**src/common/ana_pkg.sv**
```systemverilog
// package for the auto-negotiation ability register bank
// assumes a 32-bit classic wishbone slave, one register per aligned word
package ana_pkg;

   // printed register indices; byte address is four times the index
   localparam logic [3:0]  ANA_IDX_ADVERT   = 4'h4;
   localparam logic [3:0]  ANA_IDX_PARTNER  = 4'h5;
   localparam logic [3:0]  ANA_IDX_EXPAND   = 4'h6;
   localparam logic [3:0]  ANA_IDX_CTRL     = 4'h8;
   localparam logic [3:0]  ANA_IDX_IRQ_STAT = 4'h9;
   localparam logic [3:0]  ANA_IDX_IRQ_MASK = 4'ha;
   localparam logic [3:0]  ANA_IDX_APPLIED  = 4'hb;

   // advertisement field layout and reset value
   localparam int          ANA_ADV_FD10     = 6;
   localparam int          ANA_ADV_HD10     = 5;
   localparam logic [15:0] ANA_ADV_RESET    = 16'h01e1;

   // control register bits
   localparam int          ANA_CTRL_SWRST   = 15;
   localparam int          ANA_CTRL_PWRDN   = 11;
   localparam int          ANA_CTRL_RESTART = 9;

   // expansion register bits
   localparam int          ANA_EXP_PDF      = 4;
   localparam int          ANA_EXP_LPNP     = 3;
   localparam int          ANA_EXP_LNP      = 2;
   localparam int          ANA_EXP_PGRX     = 1;
   localparam int          ANA_EXP_LPAN     = 0;

   // partner base word bit that flags next page ability
   localparam int          ANA_CW_NP        = 15;

   // interrupt status layout
   localparam int          ANA_IRQ_PAGE     = 0;
   localparam int          ANA_IRQ_PDF      = 1;
   localparam int          ANA_IRQ_LINKDN   = 2;
   localparam int          ANA_IRQ_W        = 3;

endpackage : ana_pkg

```
**src/logic/ana_regs.sv**
```systemverilog
// auto-negotiation advertisement, partner ability and expansion registers
// assumes page and fault events come from a negotiation engine on clk_i
`timescale 1ns/1ps

// Function
// - advert write stored now, applied on trigger
// - advert bits 6,5 read-write, default one
// - partner bit 15 is received next page
// - partner bit 14 is received acknowledge
// - partner bit 13 is received remote fault
// - partner bits 11,10 are received pause abilities
// - partner bits 9..5 are received technologies
// - partner register read-only, mirrors code word, zero
// - partner bits 4..0 are received selector
// - parallel detection fault latched, clear on read
// - partner next page ability latched high
// - local next page ability reads one
// - page received latched, clear on read
// - partner auto-negotiation ability bit
module ana_regs
(
   input  wire logic        clk_i,
   input  wire logic        rst_i,
   // classic wishbone slave
   input  wire logic        wb_cyc_i,
   input  wire logic        wb_stb_i,
   input  wire logic        wb_we_i,
   input  wire logic [5:0]  wb_adr_i,
   input  wire logic [3:0]  wb_sel_i,
   input  wire logic [31:0] wb_dat_i,
   output logic      [31:0] wb_dat_o,
   output logic             wb_ack_o,
   output logic             wb_err_o,
   // negotiation engine side
   input  wire logic        page_rx_i,
   input  wire logic [15:0] page_word_i,
   input  wire logic        pd_fault_i,
   input  wire logic        partner_an_able_i,
   input  wire logic        link_up_i,
   // advertisement actually in effect
   output logic      [15:0] adv_applied_o,
   output logic             soft_reset_o,
   output logic             restart_an_o,
   output logic             power_down_o,
   output logic             irq_o
);

   typedef struct packed {
      logic [15:0]             adv;
      logic [15:0]             applied;
      logic [15:0]             partner;
      logic                    pdf;
      logic                    lpnp;
      logic                    pgrx;
      logic                    pwrdn;
      logic                    swrst;
      logic                    restart;
      logic                    link_q;
      logic [ana_pkg::ANA_IRQ_W-1:0] istat;
      logic [ana_pkg::ANA_IRQ_W-1:0] imask;
      logic                    irq;
      logic                    ack;
      logic                    err;
      logic [31:0]             rdat;
   } ana_state_s;

   ana_state_s st_reg;
   ana_state_s st_next;

   ////////////////////////////////////////////////////////////////////////
   // helpers

   // byte-lane merge of a 16-bit register under wishbone select
   function automatic logic [15:0] ana_merge(input logic [15:0] old_v,
                                             input logic [15:0] new_v,
                                             input logic [1:0]  sel);
      logic [15:0] res;
      res = old_v;
      if (sel[0])
      begin
         res[7:0] = new_v[7:0];
      end
      if (sel[1])
      begin
         res[15:8] = new_v[15:8];
      end
      return res;
   endfunction : ana_merge

   // expansion register image
   function automatic logic [15:0] ana_expand(input ana_state_s s,
                                              input logic       an_able);
      logic [15:0] v;
      v = 16'h0000;
      v[ana_pkg::ANA_EXP_PDF]  = s.pdf;
      v[ana_pkg::ANA_EXP_LPNP] = s.lpnp;
      v[ana_pkg::ANA_EXP_LNP]  = 1'b1;
      v[ana_pkg::ANA_EXP_PGRX] = s.pgrx;
      v[ana_pkg::ANA_EXP_LPAN] = an_able;
      return v;
   endfunction : ana_expand

   ////////////////////////////////////////////////////////////////////////
   // next state

   logic        req;
   logic        wr;
   logic        rd;
   logic [3:0]  idx;
   logic        apply;
   logic        link_lost;
   logic        rd_exp;
   logic [15:0] wdat;
   logic [ana_pkg::ANA_IRQ_W-1:0] iev;

   always_comb
   begin
      st_next   = st_reg;
      // one-cycle ack; the ack cycle itself never starts a second request
      req       = wb_cyc_i && wb_stb_i && !st_reg.ack && !st_reg.err;
      wr        = req && wb_we_i;
      rd        = req && !wb_we_i;
      idx       = wb_adr_i[5:2];
      wdat      = wb_dat_i[15:0];
      rd_exp    = rd && (idx == ana_pkg::ANA_IDX_EXPAND);
      link_lost = st_reg.link_q && !link_up_i;
      st_next.link_q  = link_up_i;
      st_next.ack     = 1'b0;
      st_next.err     = 1'b0;
      st_next.swrst   = 1'b0;
      st_next.restart = 1'b0;
      st_next.rdat    = 32'h0000_0000;

      // register write decode
      if (wr && idx == ana_pkg::ANA_IDX_ADVERT)
      begin
         st_next.adv = ana_merge(st_reg.adv, wdat, wb_sel_i[1:0]);
      end
      else if (wr && idx == ana_pkg::ANA_IDX_CTRL)
      begin
         if (wb_sel_i[1])
         begin
            st_next.swrst   = wdat[ana_pkg::ANA_CTRL_SWRST];
            st_next.restart = wdat[ana_pkg::ANA_CTRL_RESTART];
            st_next.pwrdn   = wdat[ana_pkg::ANA_CTRL_PWRDN];
         end
      end
      else if (wr && idx == ana_pkg::ANA_IDX_IRQ_MASK)
      begin
         if (wb_sel_i[0])
         begin
            st_next.imask = wdat[ana_pkg::ANA_IRQ_W-1:0];
         end
      end

      // write-one-to-clear status; events below still win
      if (wr && idx == ana_pkg::ANA_IDX_IRQ_STAT && wb_sel_i[0])
      begin
         st_next.istat = st_reg.istat & ~wdat[ana_pkg::ANA_IRQ_W-1:0];
      end

      // read mux, expansion uses the pre-clear image
      if (rd && idx == ana_pkg::ANA_IDX_ADVERT)
      begin
         st_next.rdat = {16'h0000, st_reg.adv};
      end
      else if (rd && idx == ana_pkg::ANA_IDX_PARTNER)
      begin
         st_next.rdat = {16'h0000, st_reg.partner};
      end
      else if (rd && idx == ana_pkg::ANA_IDX_EXPAND)
      begin
         st_next.rdat = {16'h0000, ana_expand(st_reg, partner_an_able_i)};
      end
      else if (rd && idx == ana_pkg::ANA_IDX_CTRL)
      begin
         st_next.rdat = 32'h0000_0000;
         st_next.rdat[ana_pkg::ANA_CTRL_PWRDN] = st_reg.pwrdn;
      end
      else if (rd && idx == ana_pkg::ANA_IDX_IRQ_STAT)
      begin
         st_next.rdat = {29'h0000_0000, st_reg.istat};
      end
      else if (rd && idx == ana_pkg::ANA_IDX_IRQ_MASK)
      begin
         st_next.rdat = {29'h0000_0000, st_reg.imask};
      end
      else if (rd && idx == ana_pkg::ANA_IDX_APPLIED)
      begin
         st_next.rdat = {16'h0000, st_reg.applied};
      end

      // unmapped address answers with err instead of ack
      if (req)
      begin
         if (idx == ana_pkg::ANA_IDX_ADVERT   || idx == ana_pkg::ANA_IDX_PARTNER  ||
             idx == ana_pkg::ANA_IDX_EXPAND   || idx == ana_pkg::ANA_IDX_CTRL     ||
             idx == ana_pkg::ANA_IDX_IRQ_STAT || idx == ana_pkg::ANA_IDX_IRQ_MASK ||
             idx == ana_pkg::ANA_IDX_APPLIED)
         begin
            st_next.ack = 1'b1;
         end
         else
         begin
            st_next.err = 1'b1;
         end
      end

      // read of expansion clears the pdf and pgrx latches, lpnp stays; a same-cycle event wins
      if (rd_exp)
      begin
         st_next.pdf  = 1'b0;
         st_next.pgrx = 1'b0;
      end

      // received base page fills partner register
      if (page_rx_i)
      begin
         st_next.partner = page_word_i;
         st_next.pgrx    = 1'b1;
         if (page_word_i[ana_pkg::ANA_CW_NP])
         begin
            st_next.lpnp = 1'b1;
         end
      end
      if (pd_fault_i)
      begin
         st_next.pdf = 1'b1;
      end

      // staged advertisement goes live on any of the four triggers
      apply = st_next.swrst || st_next.restart || link_lost ||
              (st_reg.pwrdn && !st_next.pwrdn);
      if (apply)
      begin
         st_next.applied = st_reg.adv;
         if (wr && idx == ana_pkg::ANA_IDX_ADVERT)
         begin
            st_next.applied = st_next.adv;
         end
      end

      // software reset clears the soft-cleared fields
      if (st_next.swrst)
      begin
         st_next.partner = 16'h0000;
         st_next.pdf     = 1'b0;
         st_next.lpnp    = 1'b0;
      end

      // sticky interrupt events, set beats clear
      iev = '0;
      iev[ana_pkg::ANA_IRQ_PAGE]   = page_rx_i;
      iev[ana_pkg::ANA_IRQ_PDF]    = pd_fault_i;
      iev[ana_pkg::ANA_IRQ_LINKDN] = link_lost;
      st_next.istat = st_next.istat | iev;
      st_next.irq   = |(st_next.istat & st_next.imask);
   end

   ////////////////////////////////////////////////////////////////////////
   // state register

   always_ff @(posedge clk_i)
   begin
      if (rst_i)
      begin
         st_reg         <= '0;
         st_reg.adv     <= ana_pkg::ANA_ADV_RESET;
         st_reg.applied <= ana_pkg::ANA_ADV_RESET;
      end
      else
      begin
         st_reg <= st_next;
      end
   end

   ////////////////////////////////////////////////////////////////////////
   // outputs straight from the state register

   assign wb_dat_o      = st_reg.rdat;
   assign wb_ack_o      = st_reg.ack;
   assign wb_err_o      = st_reg.err;
   assign adv_applied_o = st_reg.applied;
   assign soft_reset_o  = st_reg.swrst;
   assign restart_an_o  = st_reg.restart;
   assign power_down_o  = st_reg.pwrdn;
   assign irq_o         = st_reg.irq;

endmodule : ana_regs

```
**config.mk**
```make
export PLATFORM = sky130hd
export DESIGN_NAME = ana_regs
export DESIGN_NICKNAME = d
export VERILOG_FILES = /design/src/common/ana_pkg.sv /design/src/logic/ana_regs.sv
export SDC_FILE = /design/constraint.sdc
export NUM_CORES = 1
export LEC_CHECK = 0
export BUFFER_PORTS_ARGS = -buffer_cell sky130_fd_sc_hd__buf_2
export CAP_MARGIN = 20
export CORE_ASPECT_RATIO = 1.1
export CORE_MARGIN = 5
export CORE_UTILIZATION = 54
export DETAILED_ROUTE_END_ITERATION = 12
export PLACE_DENSITY = 0.93
export SYNTH_ARGS = -nofsm -noshare
export SYNTH_HDL_FRONTEND = slang
export SYNTH_SLANG_ARGS = --single-unit
```
**constraint.sdc**
```tcl
create_clock -name clk_i -period 4.4 [get_ports clk_i]
set_input_delay 0.22 -clock clk_i [delete_from_list [all_inputs] [get_ports clk_i]]
set_output_delay 0.22 -clock clk_i [all_outputs]
set_load 0.05 [all_outputs]
```
* After elaboration in Yosys (flattened, before gate mapping) *
Cells that the tools add are included.
Widths: inputs -> output; s select.

storage, ports and cells
  register bits after elaboration = 96
  input port bits = 67
  output and inout bits = 54
  logic and storage cells = 93

cells by class
  equal/unequal tests = 7
  mux-type cells = 24
  bitwise operators = 5
  reduce and logical (&&, ||, !) cells = 40

operators by type and width
  operator            count
  $mux 16             9
  $mux 3              8
  $logic_and 1x1->1   19
  $eq 4x4->1 const B  4
  $mux 8              2
  $eq 4x3->1 const B  3
  $logic_or 1x1->1    9
  $reduce_or 7->1     1
  $and 3x3->3         2
  $logic_not 1->1     5
  $mux 1              5
  $reduce_bool 2->1   2
  $reduce_or 2->1     2
  $not 3->3           1
  $or 3x3->3          1
  $reduce_or 3->1     1
  $reduce_and 2->1    1
  $not 1->1           1

* Depth between registers and ports, before layout *
Gate-level depths: netlist of the first run.

  depth in word-level cells = 12
  mapped depth = 7
  gate-level depth less buffers = 5

* Worst setup path after synthesis of the first run *
No wires, ideal clock.

  kind = reg2reg
  from = register st_reg (netlist bit wb_err_o)
  to = register st_reg (netlist bit irq_o)
  setup time = 0.122 ns
  arrival = 2.106 ns
  required time = 4.278 ns
  path slack = 2.172 ns
  cell stages (with the launch flop) = 5
  path buffers = 0
  period minus slack after synthesis = 2.228 ns
  cells stage by stage = dfxtp_1 > nand4bb_1 > nor4_1 > mux2_2 > a221o_1

between the ends
  longest elaborated chain between the ends = 9
  elaborated cells on any way between the ends = 15
  classes of those cells = mux (4); bitwise (2); reduce/logical (9)

RTL lines
  item                                         RTL line                          source
  start, declared                              ana_regs.sv:67                    ana_state_s st_reg;
  start signal, assigned                       ana_regs.sv:273                   st_reg <= st_next;
  $logic_not 1->1 *                            ana_regs.sv:120                   req = wb_cyc_i && wb_stb_i && !st_reg.ack && !st_reg.err;
  $logic_and 1x1->1 *                          ana_regs.sv:120
  $logic_and 1x1->1 *                          ana_regs.sv:121                   wr = req && wb_we_i;
  $logic_and 1x1->1, on equally long branches  ana_regs.sv:148, ana_regs.sv:157
  $mux 3 or $logic_and 1x1->1 (tied branches)  ana_regs.sv:148, ana_regs.sv:157
  $mux 3, on equally long branches             ana_regs.sv:139, ana_regs.sv:157
  $mux 3 or $or 3x3->3 (tied branches)         ana_regs.sv:135, ana_regs.sv:256
  $and 3x3->3 *                                ana_regs.sv:257                   st_next.irq = |(st_next.istat & st_next.imask);
  $reduce_or 3->1 *                            ana_regs.sv:257

Mark *: on every way between the ends. The rest lies on a longest branch, timed or not.
A chain may end at the register's enable or synchronous reset.

* Worst setup path after layout of the first run *
  from = register st_reg (netlist bit wb_err_o)
  to = register st_reg (netlist bit adv_applied_o[5])

between the ends
  longest elaborated chain between the ends = 9
  elaborated cells on any way between the ends = 14
  classes of those cells = mux (4); reduce/logical (10)

RTL lines
  item                                                   RTL line                          source
  $logic_not 1->1 *                                      ana_regs.sv:120
  $logic_and 1x1->1 *                                    ana_regs.sv:120
  $logic_and 1x1->1 *                                    ana_regs.sv:121
  $logic_and 1x1->1                                      ana_regs.sv:139                   else if (wr && idx == ana_pkg::ANA_IDX_CTRL)
  $mux 3                                                 ana_regs.sv:139
  $mux 3                                                 ana_regs.sv:135                   if (wr && idx == ana_pkg::ANA_IDX_ADVERT)
  $logic_or 1x1->1 or $logic_not 1->1 (tied branches)    ana_regs.sv:232, ana_regs.sv:233
  $logic_or 1x1->1 or $logic_and 1x1->1 (tied branches)  ana_regs.sv:232, ana_regs.sv:233
  $logic_or 1x1->1                                       ana_regs.sv:232                   apply = st_next.swrst || st_next.restart || link_lost ||

Marked as above.

==> out/qor.txt, run 1 <==
Nature of the critical path endpoint -> register
CP arrival -> 3.11 ns
CTS tree -> built
GR Overflow Total -> 0
Dpl hpwl -> 5.79 mm
R2R Setup Slk -> 1.50 ns
Avg Synthesized Cell Area -> 9.60 sq um
Worst-path cell chain -> nand4bb_1 -> or4_4 -> o21ai_4 -> mux2i_1 -> nand2_1
Startpoint Class -> register
Mapped Cells -> 371
Worst setup endpoint -> adv_applied_o[5]$_SDFFE_PP1P_
Post-CTS Setup Repair Bufs -> 0
Max incr delay on CP -> 0.76 ns
R2r worst-path depth -> 5
Final setup vio count -> 0
Final Cell Area -> 3920 sq um
Slew @ Worst Pin -> 1.07 ns
Slowest CP cell -> or4_4
Synth warnings -> 0
Post-synthesis sequential area ratio -> 0.450
Final Hold Fails -> 0
Number of synthesized flops with an enable pin -> 0
Post-CTS Hold Buffers -> 0
Die area -> 8320 sq um
RSZ-0062 raised after global routing -> no
Power per cell area -> 384 nW/um^2
Levels on crit path -> 5
Pin count of the biggest net entering global routing -> 50
Syn Std Cell Area -> 3560 sq um
Area Growth Syn to Fin -> 10.0%
Max-slew violations -> 0
WP buf/inv -> 0
Initial antenna violation count -> 0
Top cells by area, synth -> dfxtp_1, buf_4, mux2i_1
Sum Neg Setup Slack -> 0 ns
Largest register FFs -> 42
Vias in the first global route -> 2627
Layout cells sized above 1 -> 0.297
Width of the die -> 87.4 um
CTS clk-pin slew, worst paths -> 0.08 ns
Initial core utilization -> 0.546
Count of max-cap constraint violations -> 0
CP startpoint -> wb_err_o$_SDFF_PP0_
Worst endpoint required time -> 4.61 ns
Pre-CTS WS -> 1.50 ns
DRC violations left -> 0
Crit path max-delay family -> simple AND/OR/NAND/NOR gates
CTS Buf Count -> 9
CTS resizes -> 0
Gpl congestion -> 0.887
Nets -> 483
Slew HR -> 0.286
Final hold slack -> 0.0886 ns
Ys async rst share -> 0
Reg2reg start -> wb_err_o$_SDFF_PP0_
Final Skew -> 0.00998 ns
F_max -> 345 MHz
CP Max Fanout -> 27
Peak supply drop -> 187 uV
Rows -> 31
Detail Route Antenna Nets -> 0
H-tree depth -> 3
Clock Latency Late Sink -> 0.35 ns
Via density -> 5.39
Detailed Routing Iterations Pass 1 -> 4
Reg2Reg Capture Point -> adv_applied_o[5]$_SDFFE_PP1P_
Critical setup path kind -> register to register
DRT iter0 DRCs -> 162
Worst min path class -> primary input to register
Status -> finished clean
P_leak -> 0.00166 uW
Root buf cell -> clkbuf_8
IO Pins -> 121
Drt total wl -> 8.16 mm
Clock Tree Buf Depth -> 2
Fin cells -> 503
CTS sink cnt -> 80
Via count -> 2710
IO buf count -> 84
Ys flop type -> dfxtp_1
Dpl cells -> 487
Top cell type's share of synthesized area -> 0.450
Yosys reg bits -> 80
Synth area leader -> dfxtp_1
PnR worst setup slack -> 1.50 ns
Ant. Diodes -> 0
Placed Area -> 3700 sq um
GRT Util Overall -> 0.197
Final min period -> 2.90 ns
Final period utilization -> 0.660
Die Y -> 95.2 um
Placeable Area -> 6520 sq um
Routed len/inst -> 16.2 um
Unique cell type count in the Yosys netlist -> 42
First-pass GRT wire length -> 12.6 mm
==> cell type report <==
| class | count | area [sq um] |
|---|---|---|
| Fill cell | 556 | 2600 |
| Clock buffer | 13 | 149 |
| Clock inverter | 3 | 65.1 |
| Tap cell | 82 | 103 |
| Multi-Input combinational cell | 234 | 1550 |
| Inverter | 5 | 18.8 |
| Timing Repair Buffer | 86 | 435 |
| Sequential cell | 80 | 1600 |
==> metal layers <==
| metal | vias up | share of wire | track usage |
|---|---|---|---|
| met1 | 1296 | 0.41 | 0.230 |
| met2 | 89 | 0.51 | 0.353 |
| li1 | 1315 | - | - |
| met5 | - | 0 | 0 |
| met4 | 0 | 0.013 | 0.0767 |
| met3 | 10 | 0.070 | 0.0363 |
==> stage by stage <==
| stage | utilization | total power (uW) |
|---|---|---|
| global placement | 0.568 | 927 |
| floorplan | - | 906 |
| CTS | 0.601 | 1510 |
| detailed placement | 0.568 | 932 |
| finish | 0.601 | 1500 |
| global route | 0.601 | 1560 |
==> power by group <==
part           switching, uW  internal (uW)
combinational            115           47.3
sequential              11.4            743
clock                    253            335
total                    379           1130
==> logic make-up (layout without fill, tap and decap cells) <==
kind of cell	after synthesis	in the layout	share of synthesized area
AO/OA/AOI/OAI	63	63	0.134
buffers and inverters	72	107	0.134
flip-flops	80	80	0.450
multiplexers	43	43	0.124
other	1	16	0.00105
AND/OR/NAND/NOR	112	112	0.157
==> cells in the final DEF (no fill, tap or decap), drive strengths merged, types with 5 or more instances in the layout <==
cell / count
nand2: 23
nand2b: 9
conb: 16
a211oi: 14
nor3: 5
clkbuf: 13
inv: 5
a22oi: 12
a21oi: 17
mux2: 10
dfxtp: 80
o21ai: 7
nor2: 50
mux2i: 33
buf: 86
nor4: 5
==> worst min-delay path by stage <==
stage | startpoint | end | slack [ns] | cells past startpoint
floorplan | rst_i | st_reg[38]$_SDFF_PP0_ | 0.30 | 1
global placement | st_reg[62]$_SDFFE_PP0P_ | wb_dat_o[14]$_SDFF_PP0_ | 0.44 | 2
detailed placement | st_reg[61]$_SDFFE_PP0P_ | wb_dat_o[13]$_SDFF_PP0_ | 0.45 | 2
CTS | link_up_i | st_reg[41]$_SDFF_PP0_ | 0.09 | 2
global route | link_up_i | st_reg[41]$_SDFF_PP0_ | 0.11 | 2
finish | link_up_i | st_reg[41]$_SDFF_PP0_ | 0.09 | 2
==> cells in the mapped netlist (all sizes together), types with 2 or more instances <==
master   n
nor3     5
or2      3
mux2i   33
nor2    50
a211oi  14
a22o     2
clkbuf  11
buf     56
inv      5
nand2b   9
or3      2
and2     3
mux2    10
o22ai    2
dfxtp   80
o21ai    7
a21oi   17
nor2b    3
o22a     3
a22oi   12
nor4     5
nand2   23
a222oi   3
and3     2
(Power assumes the default switching activity.)
==> run 2, diff against run 1 <==
--- a/config.mk
+++ b/config.mk
@@ -9,9 +9,9 @@
 export CAP_MARGIN = 20
 export CORE_ASPECT_RATIO = 1.1
 export CORE_MARGIN = 5
-export CORE_UTILIZATION = 54
+export CORE_UTILIZATION = 50
 export DETAILED_ROUTE_END_ITERATION = 12
-export PLACE_DENSITY = 0.93
+export PLACE_DENSITY = 0.88
 export SYNTH_ARGS = -nofsm -noshare
 export SYNTH_HDL_FRONTEND = slang
 export SYNTH_SLANG_ARGS = --single-unit
==> constraint.sdc (replaced) <==
create_clock -name clk_i -period 3 [get_ports clk_i]
set_input_delay 0.15 -clock clk_i [delete_from_list [all_inputs] [get_ports clk_i]]
set_output_delay 0.15 -clock clk_i [all_outputs]
set_load 0.05 [all_outputs]
==> out/qor.txt, run 2 (synthesized netlist as in run 1, its figures left out) <==
Critical setup path kind -> register to register
Fin cells -> 509
Gpl congestion -> 0.887
CP Max Fanout -> 18
CTS sink cnt -> 80
Root buf cell -> clkbuf_8
First-pass GRT wire length -> 13.3 mm
H-tree depth -> 3
Via density -> 5.37
F_max -> 395 MHz
Final Hold Fails -> 0
Post-CTS Setup Repair Bufs -> 0
Commonest non-fill, non-tap cell in the layout -> buf_2
Detailed Routing Iterations Pass 1 -> 5
Clock Tree Buf Depth -> 2
Startpoint Class -> register
Routed len/inst -> 16.1 um
Final period utilization -> 0.844
Area Growth Syn to Fin -> 11.4%
Slew @ Worst Pin -> 0.737 ns
Drt total wl -> 8.21 mm
Sum Neg Setup Slack -> 0 ns
Width of the die -> 90.5 um
Max-slew violations -> 0
Initial antenna violation count -> 0
GR Overflow Total -> 0
Status -> finished clean
Nets -> 488
Post-CTS Hold Buffers -> 0
Worst endpoint required time -> 3.20 ns
Largest register FFs -> 42
Detail Route Antenna Nets -> 0
P_leak -> 0.00169 uW
Dpl hpwl -> 5.94 mm
Rows -> 32
Core Util, Final -> 0.570
Die Y -> 98.5 um
Clock Latency Late Sink -> 0.35 ns
Peak supply drop -> 346 uV
Vias in the first global route -> 2768
Via count -> 2732
Final setup vio count -> 0
Placeable Area -> 6970 sq um
Slew HR -> 0.504
CP arrival -> 2.74 ns
Pin count of the biggest net entering global routing -> 49
IO buf count -> 84
CTS tree -> built
CTS clk-pin slew, worst paths -> 0.07 ns
Nature of the critical path endpoint -> register
Die area -> 8910 sq um
Worst min path class -> primary input to register
Initial core utilization -> 0.511
Count of max-cap constraint violations -> 0
Layout cells sized above 1 -> 0.307
RSZ-0062 raised after global routing -> no
IO Pins -> 121
DRT iter0 DRCs -> 206
Ant. Diodes -> 0
Final min period -> 2.53 ns
Dpl cells -> 495
DRC violations left -> 0
CTS resizes -> 0
GRT Util Overall -> 0.184
Power per cell area -> 568 nW/um^2
Most frequent cells in the layout -> buf_2, dfxtp_1, nor2_1
CTS Buf Count -> 9
Final Skew -> 0.00964 ns
run 2: cell types whose count changed in the layout (fill, tap and decap cells not counted):
cell and change:
buf_4 +5, clkbuf_8 -1, clkbuf_1 -2, bufinv_16 +1
run 2: final timing paths:
kind,start,to,slack (ns),depth (start not counted)
worst min register to register,st_reg[63]$_SDFFE_PP0P_,wb_dat_o[15]$_SDFF_PP0_,0.46,2
worst max-delay path,wb_err_o$_SDFF_PP0_,st_reg[58]$_SDFFE_PP0P_,0.47,6
worst min-delay path,link_up_i,st_reg[41]$_SDFF_PP0_,0.03,2
worst max register to register,wb_err_o$_SDFF_PP0_,st_reg[58]$_SDFFE_PP0P_,0.47,6
run 2: metrics by stage:
| step | total power [uW] | hold WS (ns) | setup slack [ns] | cell area [sq um] |
|---|---|---|---|---|
| floorplan | 1330 | 0.231 | 0.772 | 3620 |
| global route | 2330 | 0.0385 | 0.289 | 3970 |
| CTS | 2260 | 0.0256 | 0.459 | 3970 |
| detailed placement | 1370 | 0.388 | 0.457 | 3740 |
| global placement | 1360 | 0.375 | 0.608 | 3740 |
| finish | 2250 | 0.0337 | 0.469 | 3970 |
run 2: power breakdown:
group / switching [uW] / leakage (uW) / internal [uW] / total [uW]
clock: 365 / 0.000112 / 543 / 907
combinational: 168 / 0.000923 / 71.7 / 240
sequential: 17.2 / 0.000651 / 1090 / 1110
run 2: final cells by class:
| type | instances | area (sq um) |
|---|---|---|
| clock buffer | 10 | 128 |
| clock inverter | 4 | 95.1 |
| fill | 625 | 3000 |
| inverter | 5 | 18.8 |
| multi-input combinational | 234 | 1550 |
| sequential | 80 | 1600 |
| tap | 85 | 106 |
| timing repair buffer | 91 | 473 |
run 2: metal layers:
metal / track usage / vias up / part of all wire
met5: 0 / - / 0
met4: 0.0905 / 0 / 0.020
met2: 0.316 / 102 / 0.50
met3: 0.0344 / 15 / 0.062
met1: 0.219 / 1296 / 0.41
li1: - / 1319 / -
run 2: worst max-delay path, stage by stage, from the launching register on:
cell,delay [ns]
dfxtp_1,0.31
nand4bb_1,0.42
buf_4,0.31
nor4_1,0.58
nand2_1,0.12
nand2_1,0.51
nor2_1,0.13
==> run 3, diff against run 2 <==
==> constraint.sdc (replaced) <==
create_clock -name clk_i -period 2.55 [get_ports clk_i]
set_input_delay 0.1275 -clock clk_i [delete_from_list [all_inputs] [get_ports clk_i]]
set_output_delay 0.1275 -clock clk_i [all_outputs]
set_load 0.05 [all_outputs]
==> out/qor.txt, run 3 (synthesized netlist as in run 1, its figures left out) <==
Placeable Area -> 6970 sq um
Routed len/inst -> 15.7 um
RSZ-0062 raised after global routing -> no
Final hold slack -> 0.0154 ns
Via count -> 2733
Die area -> 8910 sq um
CP Max Fanout -> 5
Worst min path class -> primary input to register
Worst endpoint required time -> 2.79 ns
Final period utilization -> 0.825
Final Hold Fails -> 0
CP arrival -> 2.35 ns
Peak supply drop -> 342 uV
Most frequent cells in the layout -> buf_2, dfxtp_1, nor2_1
Worst-path cell chain -> nand4bb_1 -> buf_4 -> nor4_1 -> buf_4 -> mux2_2 -> a221o_1
Clock Latency Late Sink -> 0.35 ns
Max-slew violations -> 0
IO buf count -> 84
Slew @ Worst Pin -> 0.710 ns
CTS sink cnt -> 80
Drt total wl -> 8.14 mm
DRT iter0 DRCs -> 190
Layout cells sized above 1 -> 0.314
DRC violations left -> 0
Root buf cell -> clkbuf_8
GRT Util Overall -> 0.183
Post-CTS Setup Repair Bufs -> 0
First-pass GRT wire length -> 13.1 mm
Vias in the first global route -> 2765
Die Y -> 98.5 um
Largest register FFs -> 42
Pin count of the biggest net entering global routing -> 35
P_leak -> 0.00173 uW
Commonest non-fill, non-tap cell in the layout -> buf_2
Slowest CP cell -> mux2_2
F_max -> 475 MHz
WP buf/inv -> 2
Width of the die -> 90.5 um
Initial antenna violation count -> 0
Max incr delay on CP -> 0.35 ns
Final setup vio count -> 0
Initial core utilization -> 0.511
Detailed Routing Iterations Pass 1 -> 4
CTS tree -> built
Crit path max-delay family -> simple AND/OR/NAND/NOR gates
Critical setup path kind -> register to register
H-tree depth -> 3
IO Pins -> 121
Via density -> 5.28
Dpl hpwl -> 5.98 mm
Clock Tree Buf Depth -> 2
Fill count -> 626
Final Skew -> 0.00622 ns
Area Growth Syn to Fin -> 13.7%
Nature of the critical path endpoint -> register
Most common cell on crit path -> buf_4
Core Util, Final -> 0.581
GR Overflow Total -> 0
Startpoint Class -> register
Post-CTS Hold Buffers -> 2
Rows -> 32
Nets -> 495
Detail Route Antenna Nets -> 0
CTS Buf Count -> 9
CTS clk-pin slew, worst paths -> 0.08 ns
Slew HR -> 0.523
Final min period -> 2.10 ns
Power per cell area -> 666 nW/um^2
Ant. Diodes -> 0
Count of max-cap constraint violations -> 0
Gpl congestion -> 0.917
CTS resizes -> 0
Sum Neg Setup Slack -> 0 ns
Status -> finished clean
-- run 3: area by class of cell --
cell class | instances | area, sq um | area share
repair buffers | 98 | 543 | 0.134
multi-input cells | 234 | 1550 | 0.382
clock buffers | 11 | 131 | 0.0324
inverters | 5 | 18.8 | 0.00463
flip-flops and latches | 80 | 1600 | 0.395
clock inverters | 5 | 104 | 0.0256
well taps | 85 | 106 | 0.0263
-- run 3: layer usage --
layer / vias to the layer above / routed length [um] / GRT usage
met5: - / 0 / 0
met3: 10 / 606 / 0.0557
met1: 1295 / 3320 / 0.216
li1: 1337 / - / -
met2: 91 / 4090 / 0.304
met4: 0 / 128 / 0.0836
-- run 3: tightest hold or removal path, cell delays in order --
cell and delay [ns]:
buf_2 0.07, mux2i_1 0.06, nor2_1 0.08
-- run 3: path summary, 6_finish.rpt --
path                           startpoint                       to  slack [ns]  depth (start not counted)
setup / recovery      wb_err_o$_SDFF_PP0_         irq_o$_SDFF_PP0_        0.45                          6
hold / removal            page_word_i[13]  st_reg[61]$_SDFFE_PP0P_        0.02                          3
setup reg to reg      wb_err_o$_SDFF_PP0_         irq_o$_SDFF_PP0_        0.45                          6
hold reg to reg   st_reg[55]$_SDFFE_PP0P_   wb_dat_o[7]$_SDFF_PP0_        0.46                          2
-- run 3: power by group --
| part | internal, uW | leakage, uW | switching, uW | total [uW] |
|---|---|---|---|---|
| clock network | 653 | 0.000118 | 456 | 1110 |
| registers | 1280 | 0.000651 | 18.7 | 1300 |
| logic | 90.7 | 0.000960 | 198 | 289 |
| total | 2030 | 0.00173 | 673 | 2700 |
-- run 3: metrics by stage --
step / worst slack [ns] / cells / cell area, sq um / power, uW
5_1_grt: 0.249 / 518 / 4050 / 2800
4_1_cts: 0.438 / 518 / 4050 / 2720
3_5_place_dp: 0.391 / 500 / 3790 / 1620
2_1_floorplan: 0.322 / 386 / 3620 / 1560
3_3_place_gp: 0.401 / 500 / 3790 / 1610
6_report: 0.445 / 518 / 4050 / 2700
